$ cat config.mk
export PLATFORM = sky130hd
export DESIGN_NAME = rsc_reset_ctrl
export DESIGN_NICKNAME = d
export VERILOG_FILES = /design/src/rsc_pkg.sv /design/src/rsc_sync.sv /design/src/rsc_glitch_filter.sv /design/src/rsc_reset_ctrl.sv
export SDC_FILE = /design/constraint.sdc
export NUM_CORES = 1
export LEC_CHECK = 0
export ABC_AREA = 1
export BUFFER_PORTS_ARGS = -buffer_cell sky130_fd_sc_hd__buf_2
export CORE_ASPECT_RATIO = 2
export CORE_UTILIZATION = 50
export DETAILED_ROUTE_END_ITERATION = 16
export GPL_ROUTABILITY_DRIVEN = 1
export HOLD_SLACK_MARGIN = 0.05
export PLACE_DENSITY = 0.78
export SYNTH_ARGS = -nofsm -noshare
export SYNTH_HDL_FRONTEND = slang
export SYNTH_HIERARCHICAL = 1
export SYNTH_SLANG_ARGS = --single-unit
$ cat constraint.sdc
create_clock -name CLK -period 1.8 [get_ports CLK]
set_input_delay 0.18 -clock CLK [delete_from_list [all_inputs] [get_ports CLK]]
set_output_delay 0.18 -clock CLK [all_outputs]
set_load 0.03 [all_outputs]
$ cat src/rsc_pkg.sv
// Package holding the constants, types and register map of the reset source and cause logic.
// Assumes a single 40 MHz clock and an APB register port with 32-bit data.
package rsc_pkg;

  // Clock and timing.
  localparam int unsigned CLK_HZ = 40_000_000;
  localparam int unsigned CLK_PERIOD_NS = 25;
  localparam int unsigned POWERUP_TIMER_MS = 64;
  localparam int unsigned POWERUP_TIMER_CYC = POWERUP_TIMER_MS * (CLK_HZ / 1000);
  localparam int unsigned OST_CYC = 1024;
  localparam int unsigned START_FOSC = 10;
  localparam int unsigned FILT_NS = 100;
  localparam int unsigned FILT_CYC = (FILT_NS + CLK_PERIOD_NS - 1) / CLK_PERIOD_NS;
  localparam int unsigned TMR_W = 22;
  localparam int unsigned FILT_W = 4;
  localparam int unsigned SYNC_W = 3;

  // Register byte offsets.
  localparam logic [7:0] OFS_POWER_CONTROL_REG = 8'h00;
  localparam logic [7:0] OFS_STATUS = 8'h04;
  localparam logic [7:0] OFS_CFG = 8'h08;
  localparam logic [7:0] OFS_PIN = 8'h0C;

  // Program counter targets.
  localparam logic [15:0] RESET_VECTOR = 16'h0000;
  localparam logic [15:0] INT_VECTOR = 16'h0004;

  typedef struct packed {
    logic stack_overflow_flag;
    logic stack_underflow_flag;
    logic unused5;
    logic watchdog_reset_flag;
    logic pin_reset_flag;
    logic instruction_reset_flag;
    logic poweron_flag;
    logic brownout_flag;
  } rsc_power_control_reg_t;

  typedef struct packed {
    logic timeout_status;
    logic powerdown_status;
  } rsc_status_t;

  typedef struct packed {
    logic ost_required_cfg;
    logic stack_reset_enable_cfg;
    logic low_voltage_program_cfg;
    logic reset_pin_enable_cfg;
    logic powerup_timer_enable_cfg;
    logic low_power_brownout_cfg;
  } rsc_cfg_t;

  // Field positions.
  localparam int unsigned STATUS_TO_BIT = 4;
  localparam int unsigned STATUS_PD_BIT = 3;
  localparam int unsigned PIN_PULLUP_BIT = 0;
  localparam int unsigned PIN_LEVEL_BIT = 1;

  // Reset and event values.
  localparam rsc_power_control_reg_t POWER_CONTROL_REG_POR = 8'h1C;
  localparam rsc_status_t STATUS_POR = 2'h3;
  localparam rsc_cfg_t CFG_RESET = 6'h1C;
  localparam logic PULLUP_RESET = 1'h1;

  typedef enum logic [1:0] {
    PC_HOLD,
    PC_ZERO,
    PC_NEXT,
    PC_NEXT_VEC
  } rsc_pc_act_t;

  typedef enum logic [2:0] {
    ST_HOLD,
    ST_POWERUP_TIMER,
    ST_OST,
    ST_PIN,
    ST_DELAY,
    ST_RUN
  } rsc_state_t;

endpackage

$ cat src/rsc_sync.sv
// Two-flop synchroniser for levels arriving from outside the clock domain.
// Assumes the inputs are quasi-static levels; the reset level is given by a parameter.
module rsc_sync #(
  parameter logic [rsc_pkg::SYNC_W-1:0] RST_VAL = 3'h0
) (
  input wire logic CLK,
  input wire logic ARST_N,
  input wire logic [rsc_pkg::SYNC_W-1:0] d,
  output logic [rsc_pkg::SYNC_W-1:0] q
);

  logic [rsc_pkg::SYNC_W-1:0] meta_q;

  always_ff @(posedge CLK or negedge ARST_N) begin
    if (!ARST_N) begin
      meta_q <= RST_VAL;
      q <= RST_VAL;
    end else begin
      meta_q <= d;
      q <= meta_q;
    end
  end

endmodule

$ cat src/rsc_glitch_filter.sv
// Pulse rejection filter for the synchronised external reset pin level.
// Assumes a synchronised input; the output moves only after the input has stood FILT_CYC cycles.
module rsc_glitch_filter (
  input wire logic CLK,
  input wire logic ARST_N,
  input wire logic level_in,
  output logic level_out
);

  logic [rsc_pkg::FILT_W-1:0] cnt_q;
  logic [rsc_pkg::FILT_W-1:0] cnt_d;
  logic differs;
  logic done;

  assign differs = level_in != level_out;
  assign done = cnt_q == rsc_pkg::FILT_W'(rsc_pkg::FILT_CYC - 1);
  assign cnt_d = (!differs || done) ? '0 : cnt_q + 1'b1;

  always_ff @(posedge CLK or negedge ARST_N) begin
    if (!ARST_N) begin
      cnt_q <= '0;
      level_out <= 1'b1;
    end else begin
      cnt_q <= cnt_d;
      if (differs && done) begin
        level_out <= level_in;
      end
    end
  end

endmodule

$ cat src/rsc_reset_ctrl.sv
// Reset source combiner, start-up sequencer and reset cause flags with an APB register port.
// Assumes ARST_N is the power-on reset, and event inputs are one-cycle pulses on CLK.
//
// The implementer's own choices: the register offsets and the APB interface to the registers.

module rsc_reset_ctrl #(
  parameter int unsigned POWERUP_TIMER_CYCLES = rsc_pkg::POWERUP_TIMER_CYC
) (
  input wire logic CLK,
  input wire logic ARST_N,
  input wire logic PSEL,
  input wire logic PENABLE,
  input wire logic PWRITE,
  input wire logic [7:0] PADDR,
  input wire logic [31:0] PWDATA,
  output logic [31:0] PRDATA,
  output logic PREADY,
  output logic PSLVERR,
  input wire logic BROWNOUT_DETECT,
  input wire logic LOW_POWER_BROWNOUT_DETECT,
  input wire logic EXTERNAL_RESET_PIN,
  input wire logic WATCHDOG_TIMEOUT,
  input wire logic WATCHDOG_WAKE,
  input wire logic INTERRUPT_WAKE,
  input wire logic CLEAR_WATCHDOG_INSTR,
  input wire logic RESET_INSTR,
  input wire logic STACK_OVERFLOW,
  input wire logic STACK_UNDERFLOW,
  input wire logic PROGRAM_MODE_EXIT,
  input wire logic SLEEPING,
  input wire logic GLOBAL_INTERRUPT_ENABLE,
  output logic DEVICE_RESET_N,
  output logic PC_LOAD,
  output logic [1:0] PC_ACTION,
  output logic [15:0] PC_TARGET,
  output logic PIN_PULLUP_EN
);

  logic [rsc_pkg::SYNC_W-1:0] async_raw;
  logic [rsc_pkg::SYNC_W-1:0] async_sync;
  logic bor_sync;
  logic low_power_brownout_detect_sync;
  logic pin_sync;
  logic pin_filt;

  rsc_pkg::rsc_power_control_reg_t power_control_reg_q;
  rsc_pkg::rsc_power_control_reg_t power_control_reg_d;
  rsc_pkg::rsc_status_t status_q;
  rsc_pkg::rsc_status_t status_d;
  rsc_pkg::rsc_cfg_t cfg_q;
  logic sw_pullup_q;
  rsc_pkg::rsc_state_t state_q;
  rsc_pkg::rsc_state_t state_d;
  logic [rsc_pkg::TMR_W-1:0] tmr_q;
  logic [rsc_pkg::TMR_W-1:0] tmr_d;
  logic power_path_q;
  logic power_path_d;

  assign async_raw = {BROWNOUT_DETECT, LOW_POWER_BROWNOUT_DETECT, EXTERNAL_RESET_PIN};

  rsc_sync #(
    .RST_VAL(3'h1)
  ) u_sync (
    .CLK(CLK),
    .ARST_N(ARST_N),
    .d(async_raw),
    .q(async_sync)
  );

  assign bor_sync = async_sync[2];
  assign low_power_brownout_detect_sync = async_sync[1];
  assign pin_sync = async_sync[0];

  rsc_glitch_filter u_filter (
    .CLK(CLK),
    .ARST_N(ARST_N),
    .level_in(pin_sync),
    .level_out(pin_filt)
  );

  // Reset source decoding.
  logic low_power_brownout_detect_req;
  logic gen_bor;
  logic pin_enabled;
  logic pin_rst;
  logic running;
  logic wdt_rst;
  logic instr_rst;
  logic ovf_rst;
  logic unf_rst;
  logic pin_evt;
  logic wdt_wake;
  logic int_wake;
  logic power_evt;
  logic pulse_rst;
  logic powerup_timer_done;
  logic ost_done;
  logic delay_done;

  assign low_power_brownout_detect_req = cfg_q.low_power_brownout_cfg & low_power_brownout_detect_sync;
  assign gen_bor = bor_sync | low_power_brownout_detect_req;
  assign pin_enabled = cfg_q.low_voltage_program_cfg | cfg_q.reset_pin_enable_cfg;
  assign pin_rst = pin_enabled & ~pin_filt;
  assign running = state_q == rsc_pkg::ST_RUN;
  assign wdt_rst = running & WATCHDOG_TIMEOUT & ~SLEEPING;
  assign instr_rst = running & RESET_INSTR;
  assign ovf_rst = running & STACK_OVERFLOW & cfg_q.stack_reset_enable_cfg;
  assign unf_rst = running & STACK_UNDERFLOW & cfg_q.stack_reset_enable_cfg;
  assign pin_evt = running & pin_rst;
  assign wdt_wake = running & SLEEPING & WATCHDOG_WAKE;
  assign int_wake = running & SLEEPING & INTERRUPT_WAKE & ~WATCHDOG_WAKE;
  assign power_evt = gen_bor | PROGRAM_MODE_EXIT;
  assign pulse_rst = wdt_rst | instr_rst | ovf_rst | unf_rst;
  assign powerup_timer_done = tmr_q >= rsc_pkg::TMR_W'(POWERUP_TIMER_CYCLES - 1);
  assign ost_done = tmr_q >= rsc_pkg::TMR_W'(rsc_pkg::OST_CYC - 1);
  assign delay_done = tmr_q >= rsc_pkg::TMR_W'(rsc_pkg::START_FOSC - 1);

  // Start-up sequencer.
  always_comb begin
    state_d = state_q;
    tmr_d = tmr_q + 1'b1;
    power_path_d = power_path_q;
    case (state_q)
      rsc_pkg::ST_HOLD: begin
        tmr_d = '0;
        if (!gen_bor && !pin_rst) begin
          state_d = power_path_q ? rsc_pkg::ST_POWERUP_TIMER : rsc_pkg::ST_PIN;
        end
      end
      rsc_pkg::ST_POWERUP_TIMER: begin
        if (!cfg_q.powerup_timer_enable_cfg || powerup_timer_done) begin
          state_d = rsc_pkg::ST_OST;
          tmr_d = '0;
        end
      end
      rsc_pkg::ST_OST: begin
        if (!cfg_q.ost_required_cfg || ost_done) begin
          state_d = rsc_pkg::ST_PIN;
          tmr_d = '0;
        end
      end
      rsc_pkg::ST_PIN: begin
        tmr_d = '0;
        if (!pin_rst) begin
          state_d = rsc_pkg::ST_DELAY;
        end
      end
      rsc_pkg::ST_DELAY: begin
        if (pin_rst) begin
          state_d = rsc_pkg::ST_PIN;
          tmr_d = '0;
        end else if (delay_done) begin
          state_d = rsc_pkg::ST_RUN;
          power_path_d = 1'b0;
          tmr_d = '0;
        end
      end
      rsc_pkg::ST_RUN: begin
        tmr_d = '0;
        if (pin_rst || pulse_rst) begin
          state_d = rsc_pkg::ST_HOLD;
        end
      end
      default: begin
        state_d = rsc_pkg::ST_HOLD;
        tmr_d = '0;
      end
    endcase
    if (power_evt) begin
      state_d = rsc_pkg::ST_HOLD;
      power_path_d = 1'b1;
      tmr_d = '0;
    end
  end

  // APB decoding.
  logic setup_ph;
  logic access_wr;
  logic addr_ok;
  logic wr_power_control_reg;
  logic wr_cfg;
  logic wr_pin;
  logic [31:0] rd_mux;

  assign setup_ph = PSEL & ~PENABLE;
  assign access_wr = PSEL & PENABLE & PREADY & PWRITE & ~PSLVERR;
  assign addr_ok = PADDR == rsc_pkg::OFS_POWER_CONTROL_REG || PADDR == rsc_pkg::OFS_STATUS ||
                   PADDR == rsc_pkg::OFS_CFG || PADDR == rsc_pkg::OFS_PIN;
  assign wr_power_control_reg = access_wr & (PADDR == rsc_pkg::OFS_POWER_CONTROL_REG);
  assign wr_cfg = access_wr & (PADDR == rsc_pkg::OFS_CFG);
  assign wr_pin = access_wr & (PADDR == rsc_pkg::OFS_PIN);

  always_comb begin
    rd_mux = '0;
    case (PADDR)
      rsc_pkg::OFS_POWER_CONTROL_REG: rd_mux[7:0] = power_control_reg_q;
      rsc_pkg::OFS_STATUS: begin
        rd_mux[rsc_pkg::STATUS_TO_BIT] = status_q.timeout_status;
        rd_mux[rsc_pkg::STATUS_PD_BIT] = status_q.powerdown_status;
      end
      rsc_pkg::OFS_CFG: rd_mux[5:0] = cfg_q;
      rsc_pkg::OFS_PIN: begin
        rd_mux[rsc_pkg::PIN_PULLUP_BIT] = sw_pullup_q;
        rd_mux[rsc_pkg::PIN_LEVEL_BIT] = pin_sync;
      end
      default: rd_mux = '0;
    endcase
  end

  // Cause flags; a software write is applied first so a hardware event in the same cycle wins.
  always_comb begin
    power_control_reg_d = power_control_reg_q;
    status_d = status_q;
    if (wr_power_control_reg) begin
      power_control_reg_d = rsc_pkg::rsc_power_control_reg_t'(PWDATA[7:0]);
      power_control_reg_d.unused5 = 1'b0;
    end
    if (CLEAR_WATCHDOG_INSTR && running) begin
      status_d = rsc_pkg::STATUS_POR;
    end
    if (wdt_rst) begin
      power_control_reg_d.watchdog_reset_flag = 1'b0;
      status_d.timeout_status = 1'b0;
    end
    if (wdt_wake) begin
      status_d = 2'h0;
    end
    if (int_wake) begin
      status_d = 2'h2;
    end
    if (instr_rst) begin
      power_control_reg_d.instruction_reset_flag = 1'b0;
    end
    if (pin_evt) begin
      power_control_reg_d.pin_reset_flag = 1'b0;
      if (SLEEPING) begin
        status_d = 2'h2;
      end
    end
    if (ovf_rst) begin
      power_control_reg_d.stack_overflow_flag = 1'b1;
    end
    if (unf_rst) begin
      power_control_reg_d.stack_underflow_flag = 1'b1;
    end
    if (gen_bor) begin
      power_control_reg_d.stack_overflow_flag = 1'b0;
      power_control_reg_d.stack_underflow_flag = 1'b0;
      power_control_reg_d.pin_reset_flag = 1'b1;
      power_control_reg_d.instruction_reset_flag = 1'b1;
      power_control_reg_d.brownout_flag = 1'b0;
      status_d = rsc_pkg::STATUS_POR;
    end
    if (PROGRAM_MODE_EXIT) begin
      power_control_reg_d = rsc_pkg::POWER_CONTROL_REG_POR;
      status_d = rsc_pkg::STATUS_POR;
    end
  end

  // Program counter action for the core.
  logic start_run;
  rsc_pkg::rsc_pc_act_t pc_act_d;
  logic [15:0] pc_tgt_d;

  assign start_run = state_q == rsc_pkg::ST_DELAY && state_d == rsc_pkg::ST_RUN;
  assign pc_act_d = start_run ? rsc_pkg::PC_ZERO :
                    (wdt_wake || (int_wake && !GLOBAL_INTERRUPT_ENABLE)) ? rsc_pkg::PC_NEXT :
                    int_wake ? rsc_pkg::PC_NEXT_VEC : rsc_pkg::PC_HOLD;
  assign pc_tgt_d = pc_act_d == rsc_pkg::PC_NEXT_VEC ? rsc_pkg::INT_VECTOR : rsc_pkg::RESET_VECTOR;

  // Power-on reset values apply under ARST_N, and on PROGRAM_MODE_EXIT to the cause and status flags only; other causes only move individual flags.
  always_ff @(posedge CLK or negedge ARST_N) begin
    if (!ARST_N) begin
      power_control_reg_q <= rsc_pkg::POWER_CONTROL_REG_POR;
      status_q <= rsc_pkg::STATUS_POR;
      cfg_q <= rsc_pkg::CFG_RESET;
      sw_pullup_q <= rsc_pkg::PULLUP_RESET;
    end else begin
      power_control_reg_q <= power_control_reg_d;
      status_q <= status_d;
      if (wr_cfg) begin
        cfg_q <= rsc_pkg::rsc_cfg_t'(PWDATA[5:0]);
      end
      if (wr_pin) begin
        sw_pullup_q <= PWDATA[rsc_pkg::PIN_PULLUP_BIT];
      end
    end
  end

  always_ff @(posedge CLK or negedge ARST_N) begin
    if (!ARST_N) begin
      state_q <= rsc_pkg::ST_HOLD;
      tmr_q <= '0;
      power_path_q <= 1'b1;
    end else begin
      state_q <= state_d;
      tmr_q <= tmr_d;
      power_path_q <= power_path_d;
    end
  end

  always_ff @(posedge CLK or negedge ARST_N) begin
    if (!ARST_N) begin
      DEVICE_RESET_N <= 1'b0;
      PC_LOAD <= 1'b0;
      PC_ACTION <= 2'h0;
      PC_TARGET <= 16'h0000;
      PIN_PULLUP_EN <= 1'b1;
      PRDATA <= 32'h0000_0000;
      PREADY <= 1'b0;
      PSLVERR <= 1'b0;
    end else begin
      DEVICE_RESET_N <= state_d == rsc_pkg::ST_RUN;
      PC_LOAD <= pc_act_d != rsc_pkg::PC_HOLD;
      PC_ACTION <= pc_act_d;
      PC_TARGET <= pc_tgt_d;
      PIN_PULLUP_EN <= pin_enabled | sw_pullup_q;
      PREADY <= setup_ph;
      PSLVERR <= setup_ph & ~addr_ok;
      if (setup_ph) begin
        PRDATA <= rd_mux;
      end
    end
  end

  // The pin is only ever sampled; this block drives no pin level, only the pull-up enable PIN_PULLUP_EN.

  // Counts cycles since the pin was seen released in the pin-wait or delay state.
  logic [3:0] rel_cnt_q;

  always_ff @(posedge CLK or negedge ARST_N) begin
    if (!ARST_N) begin
      rel_cnt_q <= 4'h0;
    end else if (power_evt || pin_rst || !(state_q == rsc_pkg::ST_PIN || state_q == rsc_pkg::ST_DELAY)) begin
      rel_cnt_q <= 4'h0;
    end else if (rel_cnt_q != 4'hF) begin
      rel_cnt_q <= rel_cnt_q + 4'h1;
    end
  end

  // Checks.
  bor_holds_reset_a: assert property (@(posedge CLK) disable iff (!ARST_N)
    gen_bor |=> !DEVICE_RESET_N && !power_control_reg_q.brownout_flag)
    else $error("brown-out did not hold reset and clear flag");

  low_power_brownout_detect_gated_a: assert property (@(posedge CLK) disable iff (!ARST_N)
    !cfg_q.low_power_brownout_cfg && !bor_sync |-> !gen_bor)
    else $error("low-power brown-out acted while disabled");

  pin_enable_a: assert property (@(posedge CLK) disable iff (!ARST_N)
    cfg_q.low_voltage_program_cfg |-> pin_enabled)
    else $error("reset pin not enabled under low-voltage programming");

  pin_low_holds_a: assert property (@(posedge CLK) disable iff (!ARST_N)
    pin_rst && !running |=> !DEVICE_RESET_N)
    else $error("device left reset while pin held low");

  glitch_ignored_a: assert property (@(posedge CLK) disable iff (!ARST_N)
    $rose(pin_filt) |-> $past(pin_sync, 1) && $past(pin_sync, 2))
    else $error("filter passed a short pulse");

  wdt_reset_flags_a: assert property (@(posedge CLK) disable iff (!ARST_N)
    wdt_rst && !power_evt |=> !power_control_reg_q.watchdog_reset_flag && !status_q.timeout_status && !DEVICE_RESET_N)
    else $error("watchdog reset flags wrong");

  instr_flag_a: assert property (@(posedge CLK) disable iff (!ARST_N)
    instr_rst && !power_evt |=> !power_control_reg_q.instruction_reset_flag ##1 !DEVICE_RESET_N)
    else $error("reset instruction flag not cleared");

  stack_gate_a: assert property (@(posedge CLK) disable iff (!ARST_N)
    running && !cfg_q.stack_reset_enable_cfg && !pin_rst && !wdt_rst && !instr_rst && !power_evt |=> DEVICE_RESET_N)
    else $error("stack event reset while disabled");

  prog_exit_por_a: assert property (@(posedge CLK) disable iff (!ARST_N)
    PROGRAM_MODE_EXIT |=> power_control_reg_q == rsc_pkg::POWER_CONTROL_REG_POR && status_q == rsc_pkg::STATUS_POR)
    else $error("programming exit not like power-on");

  start_delay_a: assert property (@(posedge CLK) disable iff (!ARST_N)
    rel_cnt_q == 4'(rsc_pkg::START_FOSC) && !pin_rst && !power_evt |=> DEVICE_RESET_N)
    else $error("start not ten cycles after pin release");

  pc_zero_a: assert property (@(posedge CLK) disable iff (!ARST_N)
    $rose(DEVICE_RESET_N) |-> PC_LOAD && PC_ACTION == 2'(rsc_pkg::PC_ZERO) && PC_TARGET == 16'h0000)
    else $error("reset did not load zero vector");

  int_vector_a: assert property (@(posedge CLK) disable iff (!ARST_N)
    int_wake && GLOBAL_INTERRUPT_ENABLE && !start_run |=> PC_TARGET == 16'h0004 && !status_q.powerdown_status)
    else $error("interrupt wake did not target vector");

endmodule

**Word-level counts from Yosys, hierarchy flattened**

Index checks and enable logic that the tools add are counted.

- Add/sub/neg operators: 2
- Magnitude comparators: 3
- Equal/unequal tests: 13
- Muxes and demuxes: 48
- Bitwise logic cells: 36
- Reduce and logical (&&, ||, !) cells: 32

Operator list:

| kind | number |
|---|---|
| $mux W22 | 5 |
| $pmux W22 S3 | 1 |
| $mux W2 | 14 |
| $mux W3 | 9 |
| $and A1 B1 Y1 | 23 |
| $add A22 B1 Y22 const B | 1 |
| $ge A22 B10 Y1 const B | 1 |
| $ge A22 B22 Y1 const B | 1 |
| $ge A22 B4 Y1 const B | 1 |
| $pmux W3 S6 | 1 |
| $eq A8 B4 Y1 const B | 2 |
| $mux W8 | 2 |
| $reduce_bool A4 Y1 | 4 |
| $pmux W2 S3 | 2 |
| $mux W1 | 11 |
| $eq A3 B3 Y1 const B | 3 |
| $eq A8 B3 Y1 const B | 1 |
| $logic_not A8 Y1 | 1 |
| $logic_or A1 B1 Y1 | 8 |
| $reduce_bool A2 Y1 | 4 |
| $or A1 B1 Y1 | 7 |
| $eq A3 B2 Y1 const B | 2 |
| $logic_not A1 Y1 | 6 |
| $not A1 Y1 | 6 |
| 12 further kinds | 18 |

- Bits in registers: 72
- Input port bits: 58
- Output and inout port bits: 55
- Logic and storage cells: 166

**Longest topological paths before layout**

Gate-level depths: netlist of the first run.

- Word-level depth: 15
- Gate-level depth with buffers: 11
- Gate-level depth less buffers: 10

**Modules after synthesis**

The synthesis of the first run kept the hierarchy.

By module, submodules not included:

| module | instances | cells an instance | area an instance (µm²) |
|---|---|---|---|
| rsc_reset_ctrl | 1 | 416 | 3343.2 |
| rsc_glitch_filter | 1 | 27 | 242.7 |
| rsc_sync | 1 | 6 | 152.6 |

**Least setup slack after synthesis of the first run**

No wires, ideal clock.

- Path type: flip-flop to flip-flop
- Start: register tmr_q[0] (netlist bit)
- End: register tmr_q[16] (netlist bit)
- Arrival: 1.489 ns
- Data required time: 1.679 ns
- Slack: 0.190 ns
- Cell stages (with the launch flop): 12
- Buffers on the path: 1
- Period minus slack after synthesis: 1.610 ns
- Path through: dfrtp_1 ha_1 nand2_1 nor2_4 nand3_2 nand2_1 nand2_1 nand2_1 o221ai_2 nand2_2 buf_4 nor2_1

- Longest elaborated chain between the ends: 5
- Elaborated cells between the ends (all ways): 12
- Those cells by class: add/sub: 1; order compare: 3; mux: 6; reduce/logical: 2

Ends and longest elaborated chain:

| what | line | text |
|---|---|---|
| start: declaration | rsc_reset_ctrl.sv:54 | `logic [rsc_pkg::TMR_W-1:0] tmr_q;` |
| start signal: assignment | rsc_reset_ctrl.sv:297 | `tmr_q <= tmr_d;` |
| $add A22 B1 Y22 (tied with other cells) | rsc_reset_ctrl.sv:121 | `tmr_d = tmr_q + 1'b1;` |
| $mux W22 (tied with other cells) | rsc_reset_ctrl.sv:152 | `end else if (delay_done) begin` |
| $mux W22 (on tied branches) | rsc_reset_ctrl.sv:149, rsc_reset_ctrl.sv:131, rsc_reset_ctrl.sv:137 |  |
| $pmux W22 S3 * | rsc_reset_ctrl.sv:123 | `case (state_q)` |
| $mux W22 * | rsc_reset_ctrl.sv:169 | `if (power_evt) begin` |
| via tmr_d (one bit) | rsc_reset_ctrl.sv:55 | `logic [rsc_pkg::TMR_W-1:0] tmr_d;` |

The timed path passes the listed nets; every way through them passes the cells marked *.
A chain may end at the register's enable or synchronous reset.

**Worst setup path in the final report of the first run**

- Start: register tmr_q[1] (netlist bit)
- End: register tmr_q[19] (netlist bit)

Same word-level chain as after synthesis.

==> run_results.csv, run 1 <==
group,metric,value,unit
clock_tree,clkTransAtPathRegs,50,ps
finish,layout.nets,602,
clock_tree,clock_latency,340,ps
timing,skew,6.60,ps
synthesis,synthCells,449,
critical_path,crit_buf_inv,2,
timing,slew_viol_final,0,
timing,fmax,592,MHz
run,cap_violations,0,
timing,finalHoldViolCount,0,
critical_path,crit_chain,"inv_1, buf_4, nor4_4, nand2_4, nor2_2, nand2_1, xor2_1, nor2_2",
critical_path,arrival,1910,ps
placed_design,place_congestion,0.925,
global_routing,antenna_found_initial,0,
clock_tree,cts_tree,"done",
synthesis,synth_flop_cell,"dfrtp_1",
critical_path,rrSetupSlack,110,ps
route,vias,3153,
synthesis,synth_top_area_share,36.8,%
synthesis,synth_area_leaders,"dfrtp_1 (37%), dfstp_2 (9.8%), nand2_1 (8.8%)",
floorplanning,boundaryPins,113,
hold_path,hold_path_class,"in -> reg",
critical_path,cp-end-kind,"flop",
route,wirelength,8050,um
finish,drive_gt1_share,25.9,%
power_and_ir_drop,power,3.93,mW
synthesis,synth.avg_cell_area,8.33,um^2
placed_design,portBuffers,49,
global_routing,top_usage_layer,"met2",
timing,min_period_over_period,93.8,%
run_status,status,"complete, no violations",
finish,diodes,0,
critical_path,cp_max_fo,4,
critical_path,cpPeakStageDelay,420,ps
critical_path,worstSetupPathType,"reg -> reg",
synthesis,synth-async-reset-ratio,100,%
global_routing,grt_pass1_wl,13300,um
clock_tree,cts_max_level,3,
global_routing,grt_max_degree,37,
timing,finalSetupTns,0,ps
synthesis,synth_top_cell_by_area,"dfrtp_1",
critical_path,startpoint_type,"flop",
global_routing,use_met3,4.40,%
global_routing,grt_util_met2,41.5,%
power_and_ir_drop,leakage,2.28,nW
clock_tree,cts_made_buffers,9,
clock_tree,clock-sinks,69,
route,drt_iter0_drc,150,
power_and_ir_drop,p_per_area,860,mW/mm^2
timing,fin_crit,1690,ps
placed_design,hpwl,6150,um
timing,rsz0062_at_grt,"no",
critical_path,path_delay_family,"simple AND/OR/NAND/NOR gates",
synthesis,synth_edf_count,0,
finish,area_growth,22.3,%
route,drc,0,
route,wl_per_cell,12.6,um
finish,fill_cells,623,
route,drtAntennaViolNets,0,
floorplanning,die-height,124,um
floorplanning,row_count,44,
global_routing,use_met1,20.5,%
floorplanning,die-area,0.00785,mm^2
global_routing,grt_overflow,0,
timing,setup_viol,0,
floorplanning,initial_core_util,51.4,%
synthesis,synth_cell_types,38,
critical_path,cp_slowest_cell,"nor4_4",
synthesis,synthesis.area,0.00374,mm^2
synthesis,ys_seq_area_share,46.7,%
critical_path,reg2regPathDepth,8,
floorplanning,die_x,63.1,um
synthesis,ys_ff_latch,69,
route,vias_per_cell,4.95,
critical_path,crit_top_cell,"nor2_2",
floorplanning,core,0.00727,mm^2
synthesis,ys_warn_count,6,
global_routing,grt_usage,22.0,%
clock_tree,max-clock-path-buffers,2,
route,firstDrtPassIters,7,
power_and_ir_drop,peakVddDrop,0.683,mV
clock_tree,cts_root_buf,"clkbuf_16",
critical_path,required,2020,ps
global_routing,first_global_vias,3208,
critical_path,cp_num_cells,8,
hold_path,hold_path_depth,2,
-- through the flow --
step / std cells / util, % / setup slack [ps] / cell area [um^2] / hold WS, ps
final: 637 / 62.9 / 112 / 4570 / 83.3
after global routing: 637 / 62.9 / 3.60 / 4570 / 78.9
after CTS: 636 / 62.4 / 35.1 / 4530 / 73.1
after detailed placement: 615 / 57.4 / 42.8 / 4170 / 251
after global placement: 615 / 57.4 / 108 / 4170 / 240
after floorplan: 487 / - / 190 / 3880 / -116
-- repair_timing --
item / in CTS / in global routing
hold buffers: 5 / 0
buffers inserted: 0 / 1
endpoints found under the setup margin: 0 / 25
hold endpoints to repair: 59 / 0
resized for setup: 0 / 11
-- area by class of cell --
class / instances / area [um^2] / share of cell area (%)
clock inverters: 3 / 42.5 / 0.930
inverters: 51 / 191 / 4.19
well taps: 92 / 115 / 2.52
multi-input cells: 326 / 1670 / 36.5
repair buffers: 83 / 538 / 11.8
clock buffers: 13 / 270 / 5.91
flip-flops and latches: 69 / 1740 / 38.1
-- layer usage --
metal,wire length (um),vias to the layer above
met1,2810,1496
met3,304,23
met2,4680,93
met4,255,0
li1,-,1541
met5,0,-
-- registers in the layout, summed over array words and instances (netlist names) --
register             flops
PC_ACTION                2
state_q                  3
PC_LOAD                  1
PREADY                   1
sw_pullup_q              1
status_q                 2
tmr_q                   22
power_path_q             1
DEVICE_RESET_N           1
u_sync/q                 3
u_filter/cnt_q           4
PC_TARGET                1
PSLVERR                  1
PIN_PULLUP_EN            1
u_filter/level_out       1
u_sync/meta_q            3
PRDATA                   8
cfg_q                    6
power_control_reg_q      7
-- logic make-up (layout without fill, tap and decap cells) --
family          count (synthesis)  in the layout  synth area share, %
xor+xnor                       17             17                 3.98
other cells                     1             39                0.100
compound gates                 42             42                 6.53
flops                          69             69                 46.7
fa+ha+maj                       4              4                 1.34
simple gates                  221            221                 27.1
mux                             3              3                0.904
buf+inv                        92            150                 13.4
-- power breakdown --
group	internal, mW	switching, mW	total, mW
sequential	1.61	0.0430	1.66
combinational	0.143	0.318	0.460
clock	1.18	0.631	1.81
-- cells in the mapped netlist, types with 2 or more instances --
| cell | instances |
|---|---|
| a21oi_1 | 11 |
| buf_4 | 41 |
| dfrtp_1 | 55 |
| dfstp_2 | 14 |
| ha_1 | 4 |
| inv_1 | 47 |
| inv_2 | 3 |
| mux2_2 | 3 |
| nand2_1 | 88 |
| nand2_2 | 4 |
| nand2_4 | 2 |
| nand3_1 | 26 |
| nand4_1 | 13 |
| nor2_1 | 66 |
| nor2_2 | 6 |
| nor2_4 | 2 |
| nor3_1 | 7 |
| nor3_2 | 2 |
| o21ai_0 | 19 |
| o22ai_1 | 3 |
| xnor2_1 | 4 |
| xor2_1 | 13 |
-- layout by cell type (no fill, tap or decap), types with 4 or more instances in the layout --
master         instances
inv_2                  4
clkbuf_16              9
nand4_1               13
dfstp_2               14
dlygate4sd3_1          5
nand3_1               25
dfrtp_1               55
buf_4                 27
conb_1                39
buf_2                 49
nor3_1                 7
nor2_1                64
inv_1                 46
xor2_1                13
o21ai_0               17
ha_1                   4
nor2_2                 7
nand2_1               87
xnor2_1                4
nand2_2                5
a21oi_1               11
-- final timing paths --
| kind | from | end |
|---|---|---|
| max reg2reg | tmr_q[1] | tmr_q[19] |
| max | tmr_q[1] | tmr_q[19] |
| max in group asynchronous | ARST_N | status_q[1] |
| min in group asynchronous | ARST_N | tmr_q[16] |
| min | PWDATA[5] | cfg_q[5] |
| min reg2reg | u_sync/meta_q[2] | u_sync/q[2] |
No activity file was read; power rests on OpenSTA's default activity.
==> run 2: changes to the inputs <==
--- a/config.mk
+++ b/config.mk
@@ -5,7 +5,6 @@
 export SDC_FILE = /design/constraint.sdc
 export NUM_CORES = 1
 export LEC_CHECK = 0
-export ABC_AREA = 1
 export BUFFER_PORTS_ARGS = -buffer_cell sky130_fd_sc_hd__buf_2
 export CORE_ASPECT_RATIO = 2
 export CORE_UTILIZATION = 50
==> run 2 against run 1 <==
The run now ends with setup timing left. Critical path depth down 3. Clock skew is 1.5 ps lower. Sequential share of layout area down 2.0 points. Critical endpoint is now tmr_q[1]. Highest routed layer unchanged.
==> run_results.csv, run 2 <==
group,metric,value,unit
timing,skew,5.10,ps
synthesis,synth_cell_types,61,
timing,slew_headroom,62.3,%
global_routing,grt_max_degree,33,
power_and_ir_drop,peakVddDrop,0.444,mV
critical_path,crit_chain,"nor3b_1, nand2_1, nor2_2, o2bb2a_4, a21boi_1",
clock_tree,max-clock-path-buffers,2,
finish,diodes,0,
placed_design,place_congestion,0.860,
finish,largest_register_ffs,22,
critical_path,reg2regPathDepth,5,
clock_tree,clkTransAtPathRegs,50,ps
finish,layout.nets,529,
route,drt_iter0_drc,217,
clock_tree,cts_made_buffers,9,
finish,regMostFlops,"tmr_q",
clock_tree,clock_latency,340,ps
timing,fmax,521,MHz
power_and_ir_drop,p_per_area,763,mW/mm^2
synthesis,yosysMostFrequentCell,"dfrtp_1",
synthesis,synth-async-reset-ratio,100,%
finish,fin_util,65.9,%
synthesis,synth_commonest_cells,"dfrtp_1 (55), buf_4 (41), nand2_1 (30)",
timing,min_period_over_period,107,%
synthesis,synth_area_leaders,"dfrtp_1 (36%), dfstp_2 (9.6%), buf_4 (8.1%)",
critical_path,worstSetupPathType,"reg -> reg",
route,drc,0,
critical_path,cp-end-kind,"flop",
placed_design,dp_cells,536,
global_routing,first_global_vias,3259,
floorplanning,boundaryPins,113,
timing,slew_viol_final,0,
synthesis,ys_warn_count,6,
run_status,status,"complete, but fails checks",
synthesis,synth.avg_cell_area,10.4,um^2
finish,final_cell_mix,"dfrtp_1 (53), buf_2 (49), buf_4 (40)",
placed_design,postPlaceCellArea,0.00430,mm^2
timing,setup_viol,26,
timing,finalSetupTns,-1890,ps
clock_tree,cts_max_level,3,
floorplanning,core,0.00732,mm^2
finish,largestRegisters,"tmr_q (22), PRDATA (8), power_control_reg_q (7)",
route,vias,3155,
synthesis,ys_seq_area_share,45.7,%
critical_path,cp_slowest_cell,"nor3b_1",
finish,fill_cells,539,
finish,area_growth,26.6,%
route,drtAntennaViolNets,0,
floorplanning,row_count,44,
timing,rsz0062_at_grt,"yes",
finish,final_common_cell,"dfrtp_1",
floorplanning,die_x,63.7,um
timing,fin_crit,1920,ps
floorplanning,die-area,0.00800,mm^2
finish,multi_input_comb_area,0.00196,mm^2
critical_path,required,2060,ps
clock_tree,cts_root_buf,"clkbuf_16",
global_routing,grt_overflow,0,
placed_design,dp_slack,-180,ps
hold_path,hold_path_class,"in -> reg",
run,cap_violations,0,
placed_design,hpwl,6360,um
floorplanning,die-height,125,um
critical_path,arrival,2180,ps
clock_tree,cts_tree,"done",
timing,finalHoldViolCount,0,
timing,setup_ws,-121,ps
finish,seq_area,0.00175,mm^2
floorplanning,initial_core_util,52.1,%
synthesis,synth_top_cell_by_area,"dfrtp_1",
synthesis,ys_ff_latch,69,
critical_path,cp_max_fo,6,
finish,design_area,0.00483,mm^2
timing,tightest_slew,565,ps
placed_design,portBuffers,49,
synthesis,synth_edf_count,0,
synthesis,synth_top_area_share,36.1,%
power_and_ir_drop,leakage,2.24,nW
synthesis,synthCells,367,
hold_path,hold_path_depth,3,
finish,drive_gt1_share,40.0,%
run_status,violations,"setup timing",
global_routing,grt_usage,25.5,%
synthesis,synthesis.area,0.00381,mm^2
critical_path,cpPeakStageDelay,510,ps
global_routing,grt_pass1_wl,15200,um
route,firstDrtPassIters,4,
synthesis,synth_flop_cell,"dfrtp_1",
route,wl_per_cell,17.1,um
finish,instances_no_fill,564,
critical_path,startpoint_type,"flop",
global_routing,antenna_found_initial,0,
clock_tree,clock-sinks,69,
route,wirelength,9630,um
route,vias_per_cell,5.59,
-- run 2: critical path: cells and delay by family, from the launching register on --
kind / cells / cell delay (ps)
simple gates: 3 / 1030
compound gates: 2 / 410
flops: 1 / 400
-- run 2: logic make-up after synthesis --
logic type / share of synthesized area (%)
compound gates: 14.6
xor+xnor: 4.59
fa+ha+maj: 1.31
buf+inv: 10.8
flops: 45.7
mux: 5.25
other cells: 0.0984
simple gates: 17.6
-- run 2: repair_timing --
item / in CTS / in global routing
hold buffers: 4 / 0
gates cloned: 3 / 1
setup buffers: 1 / 3
hold endpoints to repair: 18 / 0
pin swaps: 6 / 6
resized for setup: 19 / 8
setup endpoints to repair: 25 / 30
-- run 2: metrics by stage --
step           total power, mW  hold slack (ps)
3_5_place_dp              2.05              145
5_1_grt                   3.80             93.2
6_report                  3.68             81.7
3_3_place_gp              2.03              137
4_1_cts                   3.70             76.1
2_1_floorplan             1.96             -116
-- run 2: path summary, 6_finish.rpt --
check,from,to,slack [ps]
worst max-delay path,state_q[2],tmr_q[1],-120
worst min-delay path,PWDATA[2],power_control_reg_q[2],80
worst max register to register,state_q[2],tmr_q[1],-120
worst min register to register,u_sync/meta_q[1],u_sync/q[1],350
max in group asynchronous,ARST_N,PIN_PULLUP_EN,790
min in group asynchronous,ARST_N,tmr_q[13],310
-- run 2: area by class of cell --
| type | instances | area share (%) |
|---|---|---|
| Sequential cell | 69 | 36.2 |
| Inverter | 8 | 0.622 |
| Timing Repair Buffer | 100 | 14.5 |
| Multi-Input combinational cell | 279 | 40.6 |
| Clock inverter | 4 | 0.466 |
| Tap cell | 92 | 2.38 |
| Clock buffer | 12 | 5.31 |
-- run 2: where the power goes --
part	total (mW)	leakage [nW]	switching [mW]	internal (mW)
clock	1.65	0.138	0.647	0.999
combinational	0.396	1.20	0.268	0.127
sequential	1.64	0.898	0.0345	1.61
total	3.68	2.24	0.950	2.73
-- run 2: routing by layer --
metal | part of all wire (%) | vias up | routed length [um] | track usage [%]
li1 | - | 1435 | - | -
met1 | 32 | 1530 | 3090 | 22.1
met2 | 57 | 144 | 5450 | 47.6
met3 | 4.6 | 46 | 439 | 4.65
met4 | 6.7 | 0 | 646 | 21.9
met5 | 0 | - | 0 | 0
==> run 3: changes to the inputs <==
==> constraint.sdc (replaced) <==
create_clock -name CLK -period 1.9 [get_ports CLK]
set_input_delay 0.19 -clock CLK [delete_from_list [all_inputs] [get_ports CLK]]
set_output_delay 0.19 -clock CLK [all_outputs]
set_load 0.03 [all_outputs]
==> run 3 against run 2 <==
The run still ends with setup timing left. Total power is 5.9% lower. Worst setup slack better by 72 ps. Sequential power is 5% lower. Critical path type unchanged. Critical endpoint is now tmr_q[10].
==> run_results.csv, run 3 (synthesis gave the netlist of run 2 again) <==
group,metric,value,unit
timing,setup_viol,14,
finish,largest_register_ffs,22,
power_and_ir_drop,power,3.47,mW
timing,finalHoldViolCount,0,
route,firstDrtPassIters,4,
timing,slew_headroom,58.0,%
global_routing,first_global_vias,3189,
placed_design,portBuffers,49,
floorplanning,die_x,63.7,um
run_status,status,"complete, but fails checks",
finish,layout.nets,520,
critical_path,cp_max_fo,6,
clock_tree,cts_max_level,3,
critical_path,startpoint_type,"flop",
finish,regMostFlops,"tmr_q",
placed_design,postPlaceCellArea,0.00424,mm^2
run_status,violations,"setup timing",
floorplanning,die-area,0.00800,mm^2
global_routing,antenna_found_initial,0,
timing,tightest_slew,628,ps
timing,min_period_over_period,103,%
route,vias,3108,
timing,setup_ws,-48.6,ps
finish,fill_cells,553,
finish,area_growth,23.9,%
placed_design,hpwl,6220,um
critical_path,required,2160,ps
clock_tree,max-clock-path-buffers,2,
floorplanning,initial_core_util,52.1,%
run,cap_violations,0,
finish,design_area,0.00472,mm^2
route,vias_per_cell,5.60,
timing,slew_viol_final,0,
placed_design,dp_cells,530,
route,met3RoutedLength,372,um
critical_path,arrival,2210,ps
finish,fin_util,64.5,%
timing,fmax,513,MHz
route,wirelength,9190,um
route,met1_length,3070,um
floorplanning,core,0.00732,mm^2
clock_tree,cts_root_buf,"clkbuf_16",
global_routing,grt_pass1_wl,14500,um
route,wl_per_cell,16.6,um
timing,skew,3.21,ps
route,wl_met2,5190,um
power_and_ir_drop,leakage,2.18,nW
floorplanning,boundaryPins,113,
power_and_ir_drop,p_per_area,733,mW/mm^2
global_routing,grt_max_degree,29,
global_routing,grt_overflow,0,
clock_tree,clkTransAtPathRegs,50,ps
finish,drive_gt1_share,38.0,%
finish,final_cell_mix,"dfrtp_1 (54), buf_2 (49), conb_1 (39)",
route,drc,0,
finish,diodes,0,
finish,largestRegisters,"tmr_q (22), PRDATA (8), power_control_reg_q (7)",
finish,final_common_cell,"dfrtp_1",
clock_tree,cts_made_buffers,9,
finish,instances_no_fill,555,
clock_tree,clock-sinks,69,
global_routing,grt_usage,23.8,%
hold_path,hold_path_class,"in -> reg",
floorplanning,die-height,125,um
critical_path,worstSetupPathType,"reg -> reg",
placed_design,place_congestion,0.872,
route,drt_iter0_drc,206,
route,highest_layer,"met4",
floorplanning,row_count,44,
clock_tree,clock_latency,330,ps
route,drtAntennaViolNets,0,
timing,rsz0062_at_grt,"yes",
critical_path,cp-end-kind,"flop",
power_and_ir_drop,peakVddDrop,0.407,mV
clock_tree,cts_tree,"done",
timing,fin_crit,1950,ps
run 3: worst paths after layout:
kind | endpoint | startpoint | slack (ps) | cells past startpoint
max in group asynchronous | cfg_q[4] | ARST_N | 990 | 3
min in group asynchronous | tmr_q[15] | ARST_N | 290 | 2
max reg2reg | tmr_q[10] | tmr_q[0] | -50 | 6
min | power_control_reg_q[2] | PWDATA[2] | 100 | 3
max | tmr_q[10] | tmr_q[0] | -50 | 6
min reg2reg | u_sync/q[2] | u_sync/meta_q[2] | 350 | 0
run 3: cell type report:
cell class,instances,area (um^2),share of cell area [%]
clock inverter,1,5.00,0.106
tap,92,115,2.44
timing repair buffer,91,596,12.6
sequential,69,1750,36.9
multi-input combinational,279,1970,41.6
inverter,8,30.0,0.636
clock buffer,15,268,5.67
run 3: worst max-delay path, stage by stage (launching register included):
cell and delay [ps]:
dfrtp_2 460, ha_4 180, and2_4 170, and3_4 180, or3_4 430, o2bb2a_4 300
a21oi_2 160
run 3: timing repair:
item / in CTS / in global routing
endpoints found under the hold margin: 13 / 0
setup endpoints to repair: 24 / 26
cloned: 2 / 1
pin swaps: 6 / 15
buffers inserted: 2 / 0
hold buffers: 4 / 0
gates resized for setup: 5 / 20
run 3: metal layers:
layer	track usage [%]	vias up
met5	0	-
met4	17.6	0
met3	4.38	48
met2	44.6	139
met1	21.4	1504
li1	-	1417
run 3: power by group:
| group | switching [mW] | internal (mW) |
|---|---|---|
| Clock | 0.585 | 0.954 |
| Sequential | 0.0345 | 1.52 |
| Combinational | 0.251 | 0.120 |
| Total | 0.870 | 2.60 |
run 3: stage by stage:
step	TNS, ps	setup slack (ps)	hold WS [ps]
finish	-233	-48.6	104
floorplan	0	17.9	-106
global route	-1880	-113	120
CTS	-57.6	-28.6	106
global placement	-859	-73.0	101
detailed placement	-1640	-139	105
